--- config.mk ---
export PLATFORM = sky130hd
export DESIGN_NAME = wdrt_top
export DESIGN_NICKNAME = d
export VERILOG_FILES = /design/src/logic/wdrt_count.v /design/src/logic/wdrt_top.v
export VERILOG_INCLUDE_DIRS = /design/src /design/src/logic
export SDC_FILE = /design/constraint.sdc
export NUM_CORES = 1
export LEC_CHECK = 0
export CORE_ASPECT_RATIO = 0.8
export CORE_MARGIN = 8
export CORE_UTILIZATION = 45
export DETAILED_ROUTE_END_ITERATION = 10
export DONT_BUFFER_PORTS = 1
export GPL_TIMING_DRIVEN = 0
export SLEW_MARGIN = 20
export SYNTH_ARGS = -nofsm -noshare
export SYNTH_HDL_FRONTEND = slang
export SYNTH_SLANG_ARGS = --single-unit
--- constraint.sdc ---
create_clock -name SYS_CLK -period 6.1 [get_ports SYS_CLK]
set_input_delay 0 -clock SYS_CLK [delete_from_list [all_inputs] [get_ports SYS_CLK]]
set_output_delay 0 -clock SYS_CLK [all_outputs]
set_load 0.01 [all_outputs]
--- src/logic/wdrt_regs.vh ---
`ifndef WDRT_REGS_VH
`define WDRT_REGS_VH

// Register indices; byte address is four times the index
`define WDRT_IDX_PWRC 10'h087
`define WDRT_IDX_COUNT 10'h0ff
`define WDRT_IDX_STATUS 10'h080
`define WDRT_IDX_MASK 10'h081

// Power control fields
`define WDRT_PC_IDLE 0
`define WDRT_PC_PDOWN 1
`define WDRT_PC_UNLOCK 4
`define WDRT_PC_RESET 8'h00

// Event status fields
`define WDRT_EV_OVERFLOW 0
`define WDRT_EV_REFUSED 1
`define WDRT_EV_PD_BLOCKED 2
`define WDRT_EV_W 3

// Timing
`define WDRT_MC_DIV 12
`define WDRT_PRE_BITS 11
`define WDRT_CNT_BITS 8
`define WDRT_INT_RST_MC 1
`define WDRT_PIN_RST_MC 3

// Bus answers
`define WDRT_RESP_OKAY 2'b00
`define WDRT_RESP_SLVERR 2'b10

`endif

--- src/logic/wdrt_count.v ---
`timescale 1ns/1ps
`default_nettype none
`include "wdrt_regs.vh"

module wdrt_count #(
	parameter MC_DIV = `WDRT_MC_DIV,
	parameter PRE_BITS = `WDRT_PRE_BITS,
	parameter CNT_BITS = `WDRT_CNT_BITS
) (
	input wire clk,
	input wire rst_n,
	input wire run,
	input wire load,
	input wire [CNT_BITS-1:0] load_val,
	output reg [CNT_BITS-1:0] count_q,
	output reg overflow_q
);

	localparam [31:0] MC_LAST_FULL = MC_DIV - 1;
	localparam [7:0] MC_LAST = MC_LAST_FULL[7:0];

	reg [7:0] mc_q;
	reg [PRE_BITS-1:0] pre_q;
	wire mc_tick;
	wire pre_tick;

	assign mc_tick = (mc_q == MC_LAST);
	assign pre_tick = mc_tick && (&pre_q);

	// Prescaler sees one edge per machine cycle
	always @(posedge clk or negedge rst_n) begin
		if (!rst_n) begin
			mc_q <= 8'h00;
			pre_q <= {PRE_BITS{1'b0}};
			count_q <= {CNT_BITS{1'b0}};
			overflow_q <= 1'b0;
		end else begin
			overflow_q <= 1'b0;
			if (!run) begin
				// Disabled: timebase parked so no overflow can come
				mc_q <= 8'h00;
				pre_q <= {PRE_BITS{1'b0}};
			end else begin
				mc_q <= mc_tick ? 8'h00 : mc_q + 8'h01;
				if (mc_tick) begin
					pre_q <= pre_q + {{(PRE_BITS-1){1'b0}}, 1'b1};
				end
			end
			if (load) begin
				// A reload also restarts the prescaler phase
				count_q <= load_val;
				if (run) begin
					mc_q <= 8'h00;
					pre_q <= {PRE_BITS{1'b0}};
				end
			end else if (run && pre_tick) begin
				count_q <= count_q + {{(CNT_BITS-1){1'b0}}, 1'b1};
				if (&count_q) begin
					overflow_q <= 1'b1;
				end
			end
		end
	end

endmodule

`default_nettype wire

--- src/logic/wdrt_top.v ---
`timescale 1ns/1ps
`default_nettype none
`include "wdrt_regs.vh"

module wdrt_top #(
	parameter MC_DIV = `WDRT_MC_DIV,
	parameter PRE_BITS = `WDRT_PRE_BITS
) (
	input wire SYS_CLK,
	input wire RESET_N,
	input wire WATCHDOG_ENABLE_N,
	input wire [11:0] S_AXI_AWADDR,
	input wire S_AXI_AWVALID,
	output reg S_AXI_AWREADY,
	input wire [31:0] S_AXI_WDATA,
	input wire [3:0] S_AXI_WSTRB,
	input wire S_AXI_WVALID,
	output reg S_AXI_WREADY,
	output reg [1:0] S_AXI_BRESP,
	output reg S_AXI_BVALID,
	input wire S_AXI_BREADY,
	input wire [11:0] S_AXI_ARADDR,
	input wire S_AXI_ARVALID,
	output reg S_AXI_ARREADY,
	output reg [31:0] S_AXI_RDATA,
	output reg [1:0] S_AXI_RRESP,
	output reg S_AXI_RVALID,
	input wire S_AXI_RREADY,
	output reg WDT_RESET,
	output reg RST_PIN_OUT,
	output reg IDLE_MODE,
	output reg POWER_DOWN,
	output reg IRQ
);

	localparam CNT_W = `WDRT_CNT_BITS;
	localparam EV_W = `WDRT_EV_W;
	localparam [31:0] INT_RST_FULL = `WDRT_INT_RST_MC * MC_DIV;
	localparam [31:0] PIN_RST_FULL = `WDRT_PIN_RST_MC * MC_DIV;
	// Pulse counters are 8 bits, so MC_DIV above 85 would not fit
	localparam [7:0] INT_RST_CYC = INT_RST_FULL[7:0];
	localparam [7:0] PIN_RST_CYC = PIN_RST_FULL[7:0];

	// Enable pin comes from outside, so it is synchronised first
	reg en_meta_q;
	reg en_n_q;
	wire wd_on;

	always @(posedge SYS_CLK or negedge RESET_N) begin
		if (!RESET_N) begin
			en_meta_q <= 1'b1;
			en_n_q <= 1'b1;
		end else begin
			en_meta_q <= WATCHDOG_ENABLE_N;
			en_n_q <= en_meta_q;
		end
	end

	// No software path reaches this term
	assign wd_on = ~en_n_q;

	// Write channel holding stages
	reg aw_hold_q;
	reg aw_hold_d;
	reg [11:0] aw_addr_q;
	reg w_hold_q;
	reg w_hold_d;
	reg [31:0] w_data_q;
	reg [3:0] w_strb_q;
	wire aw_take;
	wire w_take;
	wire do_write;
	wire ar_take;

	assign aw_take = S_AXI_AWVALID && S_AXI_AWREADY;
	assign w_take = S_AXI_WVALID && S_AXI_WREADY;
	assign do_write = aw_hold_q && w_hold_q && !S_AXI_BVALID;
	assign ar_take = S_AXI_ARVALID && S_AXI_ARREADY;

	always @* begin
		aw_hold_d = aw_hold_q;
		w_hold_d = w_hold_q;
		if (do_write) begin
			aw_hold_d = 1'b0;
			w_hold_d = 1'b0;
		end
		if (aw_take) begin
			aw_hold_d = 1'b1;
		end
		if (w_take) begin
			w_hold_d = 1'b1;
		end
	end

	// Decode of the held write
	wire [9:0] w_idx;
	wire w_lane;
	wire wr_pwrc;
	wire wr_count;
	wire wr_status;
	wire wr_mask;
	wire w_mapped;

	assign w_idx = aw_addr_q[11:2];
	assign w_lane = w_strb_q[0];
	assign wr_pwrc = do_write && w_lane && (w_idx == `WDRT_IDX_PWRC);
	assign wr_count = do_write && w_lane && (w_idx == `WDRT_IDX_COUNT);
	assign wr_status = do_write && w_lane && (w_idx == `WDRT_IDX_STATUS);
	assign wr_mask = do_write && w_lane && (w_idx == `WDRT_IDX_MASK);
	assign w_mapped = (w_idx == `WDRT_IDX_PWRC) || (w_idx == `WDRT_IDX_COUNT) ||
		(w_idx == `WDRT_IDX_STATUS) || (w_idx == `WDRT_IDX_MASK);

	// Register state
	reg [7:0] pwrc_q;
	reg [7:0] pwrc_d;
	reg [EV_W-1:0] status_q;
	reg [EV_W-1:0] status_d;
	reg [EV_W-1:0] mask_q;
	reg [EV_W-1:0] ev_set;
	wire unlock;
	wire load;
	wire [CNT_W-1:0] count;
	wire overflow;

	assign unlock = pwrc_q[`WDRT_PC_UNLOCK];
	// Only an unlocked write reaches the counter
	assign load = wr_count && unlock;

	wdrt_count #(
		.MC_DIV(MC_DIV),
		.PRE_BITS(PRE_BITS),
		.CNT_BITS(CNT_W)
	) u_count (
		.clk(SYS_CLK),
		.rst_n(RESET_N),
		.run(wd_on),
		.load(load),
		.load_val(w_data_q[CNT_W-1:0]),
		.count_q(count),
		.overflow_q(overflow)
	);

	always @* begin
		pwrc_d = pwrc_q;
		if (wr_pwrc) begin
			// Software sets unlock by read-modify-write of this byte
			pwrc_d = w_data_q[7:0];
		end
		if (load || overflow) begin
			pwrc_d[`WDRT_PC_UNLOCK] = 1'b0;
		end
		if (wd_on) begin
			// Power-down cannot coexist with a running watchdog
			pwrc_d[`WDRT_PC_PDOWN] = 1'b0;
		end
	end

	always @* begin
		ev_set = {EV_W{1'b0}};
		ev_set[`WDRT_EV_OVERFLOW] = overflow;
		ev_set[`WDRT_EV_REFUSED] = wr_count && !unlock;
		ev_set[`WDRT_EV_PD_BLOCKED] = wr_pwrc && wd_on && w_data_q[`WDRT_PC_PDOWN];
		status_d = status_q;
		if (wr_status) begin
			status_d = status_q & ~w_data_q[EV_W-1:0];
		end
		// A new event outranks a clear in the same cycle
		status_d = status_d | ev_set;
	end

	always @(posedge SYS_CLK or negedge RESET_N) begin
		if (!RESET_N) begin
			pwrc_q <= `WDRT_PC_RESET;
			status_q <= {EV_W{1'b0}};
			mask_q <= {EV_W{1'b0}};
			IRQ <= 1'b0;
			IDLE_MODE <= 1'b0;
			POWER_DOWN <= 1'b0;
		end else begin
			pwrc_q <= pwrc_d;
			status_q <= status_d;
			if (wr_mask) begin
				mask_q <= w_data_q[EV_W-1:0];
			end
			IRQ <= |(status_d & mask_q);
			// Idle only stops the core; the watchdog keeps counting
			IDLE_MODE <= pwrc_d[`WDRT_PC_IDLE];
			POWER_DOWN <= pwrc_d[`WDRT_PC_PDOWN];
		end
	end

	// Reset pulses on overflow
	reg [7:0] int_cnt_q;
	reg [7:0] pin_cnt_q;

	always @(posedge SYS_CLK or negedge RESET_N) begin
		if (!RESET_N) begin
			int_cnt_q <= 8'h00;
			pin_cnt_q <= 8'h00;
			WDT_RESET <= 1'b0;
			RST_PIN_OUT <= 1'b0;
		end else begin
			if (overflow) begin
				int_cnt_q <= INT_RST_CYC;
				pin_cnt_q <= PIN_RST_CYC;
				WDT_RESET <= 1'b1;
				RST_PIN_OUT <= 1'b1;
			end else begin
				if (int_cnt_q != 8'h00) begin
					int_cnt_q <= int_cnt_q - 8'h01;
				end
				if (pin_cnt_q != 8'h00) begin
					pin_cnt_q <= pin_cnt_q - 8'h01;
				end
				WDT_RESET <= (int_cnt_q > 8'h01);
				// Pin pulse is timed separately so a loaded pin cannot shorten the internal one
				RST_PIN_OUT <= (pin_cnt_q > 8'h01);
			end
		end
	end

	// Write channel and response
	always @(posedge SYS_CLK or negedge RESET_N) begin
		if (!RESET_N) begin
			aw_hold_q <= 1'b0;
			w_hold_q <= 1'b0;
			aw_addr_q <= 12'h000;
			w_data_q <= 32'h0000_0000;
			w_strb_q <= 4'h0;
			S_AXI_AWREADY <= 1'b1;
			S_AXI_WREADY <= 1'b1;
			S_AXI_BVALID <= 1'b0;
			S_AXI_BRESP <= `WDRT_RESP_OKAY;
		end else begin
			aw_hold_q <= aw_hold_d;
			w_hold_q <= w_hold_d;
			S_AXI_AWREADY <= !aw_hold_d;
			S_AXI_WREADY <= !w_hold_d;
			if (aw_take) begin
				aw_addr_q <= S_AXI_AWADDR;
			end
			if (w_take) begin
				w_data_q <= S_AXI_WDATA;
				w_strb_q <= S_AXI_WSTRB;
			end
			if (do_write) begin
				S_AXI_BVALID <= 1'b1;
				S_AXI_BRESP <= w_mapped ? `WDRT_RESP_OKAY : `WDRT_RESP_SLVERR;
			end else if (S_AXI_BREADY) begin
				S_AXI_BVALID <= 1'b0;
			end
		end
	end

	// Read channel
	wire [9:0] r_idx;
	reg [31:0] r_data;
	reg r_ok;

	assign r_idx = S_AXI_ARADDR[11:2];

	always @* begin
		r_data = 32'h0000_0000;
		r_ok = 1'b1;
		case (r_idx)
			`WDRT_IDX_PWRC: begin
				r_data[7:0] = pwrc_q;
			end
			`WDRT_IDX_COUNT: begin
				r_data[CNT_W-1:0] = count;
			end
			`WDRT_IDX_STATUS: begin
				r_data[EV_W-1:0] = status_q;
			end
			`WDRT_IDX_MASK: begin
				r_data[EV_W-1:0] = mask_q;
			end
			default: begin
				r_ok = 1'b0;
			end
		endcase
	end

	always @(posedge SYS_CLK or negedge RESET_N) begin
		if (!RESET_N) begin
			S_AXI_ARREADY <= 1'b1;
			S_AXI_RVALID <= 1'b0;
			S_AXI_RDATA <= 32'h0000_0000;
			S_AXI_RRESP <= `WDRT_RESP_OKAY;
		end else begin
			if (ar_take) begin
				S_AXI_ARREADY <= 1'b0;
				S_AXI_RVALID <= 1'b1;
				S_AXI_RDATA <= r_data;
				S_AXI_RRESP <= r_ok ? `WDRT_RESP_OKAY : `WDRT_RESP_SLVERR;
			end else if (S_AXI_RVALID && S_AXI_RREADY) begin
				S_AXI_RVALID <= 1'b0;
				S_AXI_ARREADY <= 1'b1;
			end
		end
	end

endmodule

`default_nettype wire

# Word-level counts from Yosys, hierarchy flattened
# Index checks and enable logic that the tools add are counted.
[word_totals] out_inout_bits=46 wordCells=127 in_bits=68 register_bits=105
[classes] n_bitwise=5 reduce_logical=37 eq_ne=9 order_cmp=2 add_sub_neg=5 muxes=38
[op_table] cell="$eq 10x8->1 const B" count=8
[op_table] cell="$mux 8" count=10
[op_table] cell="$mux 11" count=4
[op_table] cell="$mux 1" count=18
[op_table] cell="$logic_and 1x1->1" count=17
[op_table] cell="$add 8x1->8 const B" count=2
[op_table] cell="$gt 8x1->1 const B" count=2
[op_table] cell="$reduce_bool 8->1" count=2
[op_table] cell="$sub 8x1->8 const B" count=2
[op_table] cell="$pmux 3 s4" count=1
[op_table] cell="$reduce_bool 2->1" count=6
[op_table] cell="$add 11x1->11 const B" count=1
[op_table] cell="$reduce_and 11->1" count=1
[op_table] cell="$pmux 5 s2" count=1
[op_table] cell="$eq 8x4->1 const B" count=1
[op_table] cell="$reduce_and 8->1" count=1
[op_table] cell="$and 3x3->3" count=2
[op_table] cell="$mux 5" count=1
[op_table] cell="$logic_not 1->1" count=4
[op_table] cell="$logic_or 1x1->1" count=4
[op_table] cell="$mux 2" count=2
[op_table] cell="$reduce_or 4->1" count=1
[op_table] cell="$mux 3" count=1
[op_table] cell="$not 3->3" count=1
[op_table] cell="3 further kinds" count=3

# Logic depth before layout (Yosys ltp)
[logic_depth] ltp_word=9 mapped_depth=6 ltp_nobuf=6

# Modules after synthesis
# Synthesis repeated with hierarchy kept, for this count alone.
[unflattened] hier_cells=477 area_unflattened_um2=5101.1
[by_module_without_submodules] module="wdrt_top" instances=1 seq_area_each_um2=1783.0 cells_per_inst=326 area_per_inst_um2=3619.7
[by_module_without_submodules] module="wdrt_count" instances=1 seq_area_each_um2=700.7 cells_per_inst=151 area_per_inst_um2=1481.4

# Worst setup path after synthesis
# OpenSTA, ideal clock, no wires.
[synth_timing] kind="flip-flop to flip-flop" start="reg u_count.mc_q[5]" end="reg u_count.count_q[6]" period_less_slack_ns=1.993 setup_ns=0.082 stages_incl_launch_ff=6 n_path_buf=0 setup_slack_ns=4.107 required_ns=6.018 arrival_time_ns=1.911 cell_sequence="dfrtp_1 or4_4 nor4_4 nand3_2 or3_1 a31oi_1"
[synth_between] elab_chain_len=4
[synth_rtl] item="start: declaration" line_no="wdrt_count.v:22" text="reg [7:0] mc_q;"
[synth_rtl] item="start signal: assignment" line_no="wdrt_count.v:44" text="mc_q <= mc_tick ? 8'h00 : mc_q + 8'h01;"
[synth_rtl] item="$eq 8x4->1" line_no="wdrt_count.v:27" text="assign mc_tick = (mc_q == MC_LAST);"
[synth_rtl] item="$logic_and 1x1->1" line_no="wdrt_count.v:28" text="assign pre_tick = mc_tick && (&pre_q);"
[synth_rtl] item="$logic_and 1x1->1" line_no="wdrt_count.v:56" text="end else if (run && pre_tick) begin"
[synth_rtl] item="$reduce_bool 2->1 (no line)"
[synth_rtl] item="end signal: assignment" line_no="wdrt_count.v:35" text="count_q <= {CNT_BITS{1'b0}};"
[synth_rtl] item="end signal: assignment" line_no="wdrt_count.v:51" text="count_q <= load_val;"
[synth_rtl] item="end signal: assignment" line_no="wdrt_count.v:57" text="count_q <= count_q + {{(CNT_BITS-1){1'b0}}, 1'b1};"
[synth_rtl] item="end: declaration" line_no="wdrt_count.v:15" text="output reg [CNT_BITS-1:0] count_q,"
# Every way passes these cells.
# A chain may end at the register's enable or synchronous reset.

# Worst setup path in the final report
[layout_timing] start="reg u_count.mc_q[5]" end="reg u_count.pre_q[5]"
[layout_between] elab_chain_len=5
[layout_rtl] item="$eq 8x4->1 *" line_no="wdrt_count.v:27"
[layout_rtl] item="$mux 11 *" line_no="wdrt_count.v:45" text="if (mc_tick) begin"
[layout_rtl] item="$mux 11 *" line_no="wdrt_count.v:39" text="if (!run) begin"
[layout_rtl] item="$mux 11" line_no="wdrt_count.v:52" text="if (run) begin"
[layout_rtl] item="$mux 11 *" line_no="wdrt_count.v:49" text="if (load) begin"
[layout_rtl] item="end signal: assignment" line_no="wdrt_count.v:42" text="pre_q <= {PRE_BITS{1'b0}};"
[layout_rtl] item="end signal: assignment" line_no="wdrt_count.v:46" text="pre_q <= pre_q + {{(PRE_BITS-1){1'b0}}, 1'b1};"
[layout_rtl] item="end signal: assignment" line_no="wdrt_count.v:54" text="pre_q <= {PRE_BITS{1'b0}};"
[layout_rtl] item="end: declaration" line_no="wdrt_count.v:23" text="reg [PRE_BITS-1:0] pre_q;"
# Every way passes the cells marked *; elsewhere a longest branch is shown, timed or not.

==> flow_metrics.py <==
metrics = {
    "outcome": {
        "status": "finished, final reports clean",
    },
    "critical_path": {
        "cp-end-kind": "flop",
        "worstPathMaxFanout": 4,
        "cp.required_ps": 6320,
        "path_class": "flop to flop",
        "r2r_cells": 5,
        "start_kind": "flop",
        "critPathArrivalTime_ps": 2430,
    },
    "synthesis": {
        "synthTopCellsByArea": "dfrtp_1, mux2_2, xor2_1",
        "synth-edff-count": 0,
        "avgSynthCellArea_sq_um": 10.6,
        "synth_top_area_share_pct": 49.5,
        "synth_top_cell_by_area": "dfrtp_1",
        "synth_cell_types": 50,
        "synth_warnings": 0,
        "async_flop_share_pct": 100,
        "synth_area_sq_um": 4750,
        "synth_cells": 446,
        "synth_seq_cells": 99,
        "yosys_most_used_dff": "dfrtp_1",
        "yosysSeqAreaShare_pct": 52.3,
    },
    "finish": {
        "final_cell_mix": "dfrtp_1, nor2_1, nand2_1, mux2_2",
        "syn2layout_area_growth_pct": 18.8,
        "antennaDiodeCount": 0,
        "finalCoreUtilization_pct": 54.9,
        "nets": 586,
        "n_fill_cell": 919,
        "final_common_cell": "dfrtp_1",
        "drive_gt1_share_pct": 16.5,
    },
    "clocking": {
        "postCtsSetupBuffers": 0,
        "clockBufferDepth": 2,
        "cts_tree": "done",
        "clk_latency_ps": 350,
        "cts.sinks": 99,
        "numCtsBuffers": 9,
        "cts_root_buf": "clkbuf_16",
        "cts.clk_slew.worst_paths_ps": 70,
        "htreeDepth": 3,
    },
    "hold_path": {
        "hold_path_class": "input port to flop",
        "hold_depth": 3,
    },
    "floorplanning": {
        "die_y_um": 108,
        "core.rowCount": 33,
        "die-area_sq_um": 14100,
        "ios": 114,
        "start_util_pct": 46.2,
        "die_x_um": 131,
        "core-area_sq_um": 10300,
    },
    "timing": {
        "fin_crit_ps": 2220,
        "worst_slack_ps": 3880,
        "tightest_slew_ps": 823,
        "finalMaxSlewViolations": 0,
        "skew_ps": 5.69,
        "final_hold_viol_count": 0,
        "tns_ps": 0,
        "setup_violations": 0,
        "max_freq_ghz": 0.451,
        "fin_crit_sh_pct": 36.3,
        "rsz0062_at_grt": "false",
        "relSlewSlack_pct": 45.0,
    },
    "drt": {
        "finalWirelength_um": 9870,
        "vias_per_cell": 5.00,
        "drt_iter0_drc": 203,
        "num_vias": 3272,
        "drtAntennaViolNets": 0,
        "drc": 0,
        "wl_per_cell_um": 15.1,
        "firstDrtPassIters": 4,
    },
    "grt": {
        "overflow": 0,
        "antenna_found_initial": 0,
        "grt_max_degree": 100,
        "gr-usage-all-layers_pct": 14.8,
        "grt_pass1_wl_um": 16400,
        "grt_pass1_vias": 3297,
    },
    "flow_run": {
        "drv_cap": 0,
    },
    "power": {
        "p_leak_nw": 2.68,
        "total_power_mw": 1.70,
        "power_density_nw_per_um2": 300,
        "irDropWorstVdd_uv": 215,
    },
    "placement": {
        "port_buffers": 0,
        "dpl.hpwl_um": 7080,
        "place_congestion": 0.797,
        "pre_cts_ws_ps": 3890,
    },
}
==> synth_stat cells, types with 2 or more instances <==
master,instances
a211oi_1,3
a21oi_1,13
a22o_1,4
a22oi_1,8
a31oi_1,2
and2_1,3
and3_1,11
and4_1,6
buf_4,26
clkbuf_1,7
dfrtp_1,94
dfstp_2,5
ha_1,9
inv_1,15
mux2_2,27
mux2i_1,8
nand2_1,36
nand3_1,21
nand4_1,4
nor2_1,53
nor2b_1,4
nor3_1,5
nor4_1,5
o211ai_1,2
o21ai_0,12
o22ai_1,3
o2bb2ai_1,2
o31ai_1,2
or2_2,2
or3_1,3
xnor2_1,10
xor2_1,23
==> sequential cells by signal, summed over array words and instances (netlist names), 3 cells and up <==
| register | flops |
|---|---|
| u_count.pre_q | 11 |
| aw_addr_q | 10 |
| S_AXI_RDATA | 8 |
| int_cnt_q | 8 |
| pin_cnt_q | 8 |
| pwrc_q | 8 |
| u_count.count_q | 8 |
| u_count.mc_q | 8 |
| w_data_q | 8 |
| mask_q | 3 |
| status_q | 3 |
==> worst paths after layout <==
| check | startpoint | endpoint | slack, ps |
|---|---|---|---|
| hold reg to reg | en_meta_q | en_n_q | 360 |
| setup reg to reg | u_count.mc_q[5] | u_count.pre_q[5] | 3880 |
| min in group asynchronous | RESET_N | w_data_q[5] | 280 |
| setup / recovery | u_count.mc_q[5] | u_count.pre_q[5] | 3880 |
| hold / removal | S_AXI_ARADDR[2] | S_AXI_RDATA[2] | 20 |
| max in group asynchronous | RESET_N | en_meta_q | 5430 |
==> kinds of logic (layout without fill, tap and decap cells) <==
group | after synthesis | after routing | share of synthesized area (%)
AOI/OAI and AO/OA | 56 | 56 | 7.72
adders and majority gates | 9 | 9 | 2.37
xor gates and xnor gates | 33 | 33 | 6.09
muxes | 35 | 35 | 8.09
buffers and inverters | 49 | 92 | 5.95
other | 1 | 26 | 0.0790
and+or+nand+nor | 164 | 164 | 17.4
DFF | 99 | 99 | 52.3
==> metal layers <==
metal / wire length, um / vias to the layer above / GRT usage [%]
met2: 4540 / 61 / 22.4
met4: 102 / 0 / 3.52
met5: 0 / - / 0
met3: 647 / 10 / 5.64
li1: - / 1630 / -
met1: 4580 / 1571 / 19.6
==> worst max-delay path, cell delays in order (launching register included) <==
cell,delay [ps]
dfrtp_1,410
or4_4,590
nor4_1,690
nand3_1,180
xor2_1,170
nor2_1,50
==> metrics by stage <==
stage,hold slack [ps],instance area (sq um),instances
2_1_floorplan,-296,4840,471
3_3_place_gp,-291,5020,611
3_5_place_dp,-291,5020,611
4_1_cts,20.0,5640,654
5_1_grt,40.4,5640,654
6_report,19.1,5640,654
==> power breakdown <==
group	switching [mW]	leakage [nW]	internal [mW]
logic	0.101	1.21	0.119
registers	0.0923	1.31	0.758
clock network	0.242	0.162	0.383
==> what timing repair did <==
| item | 4_1_cts | 5_1_grt |
|---|---|---|
| endpoints found under the hold margin | 127 | 0 |
| gates resized for setup | 0 | 0 |
| hold buffers | 27 | 0 |
==> cell type report <==
class / count / area (sq um) / share of cell area, %
inverter: 15 / 56.3 / 0.998
timing repair buffer: 27 / 288 / 5.10
tap: 140 / 175 / 3.10
buffer: 34 / 226 / 4.01
clock inverter: 5 / 85.1 / 1.51
clock buffer: 11 / 253 / 4.48
sequential: 99 / 2480 / 44.0
multi-input combinational: 323 / 2080 / 36.8
(Power assumes the default switching activity.)
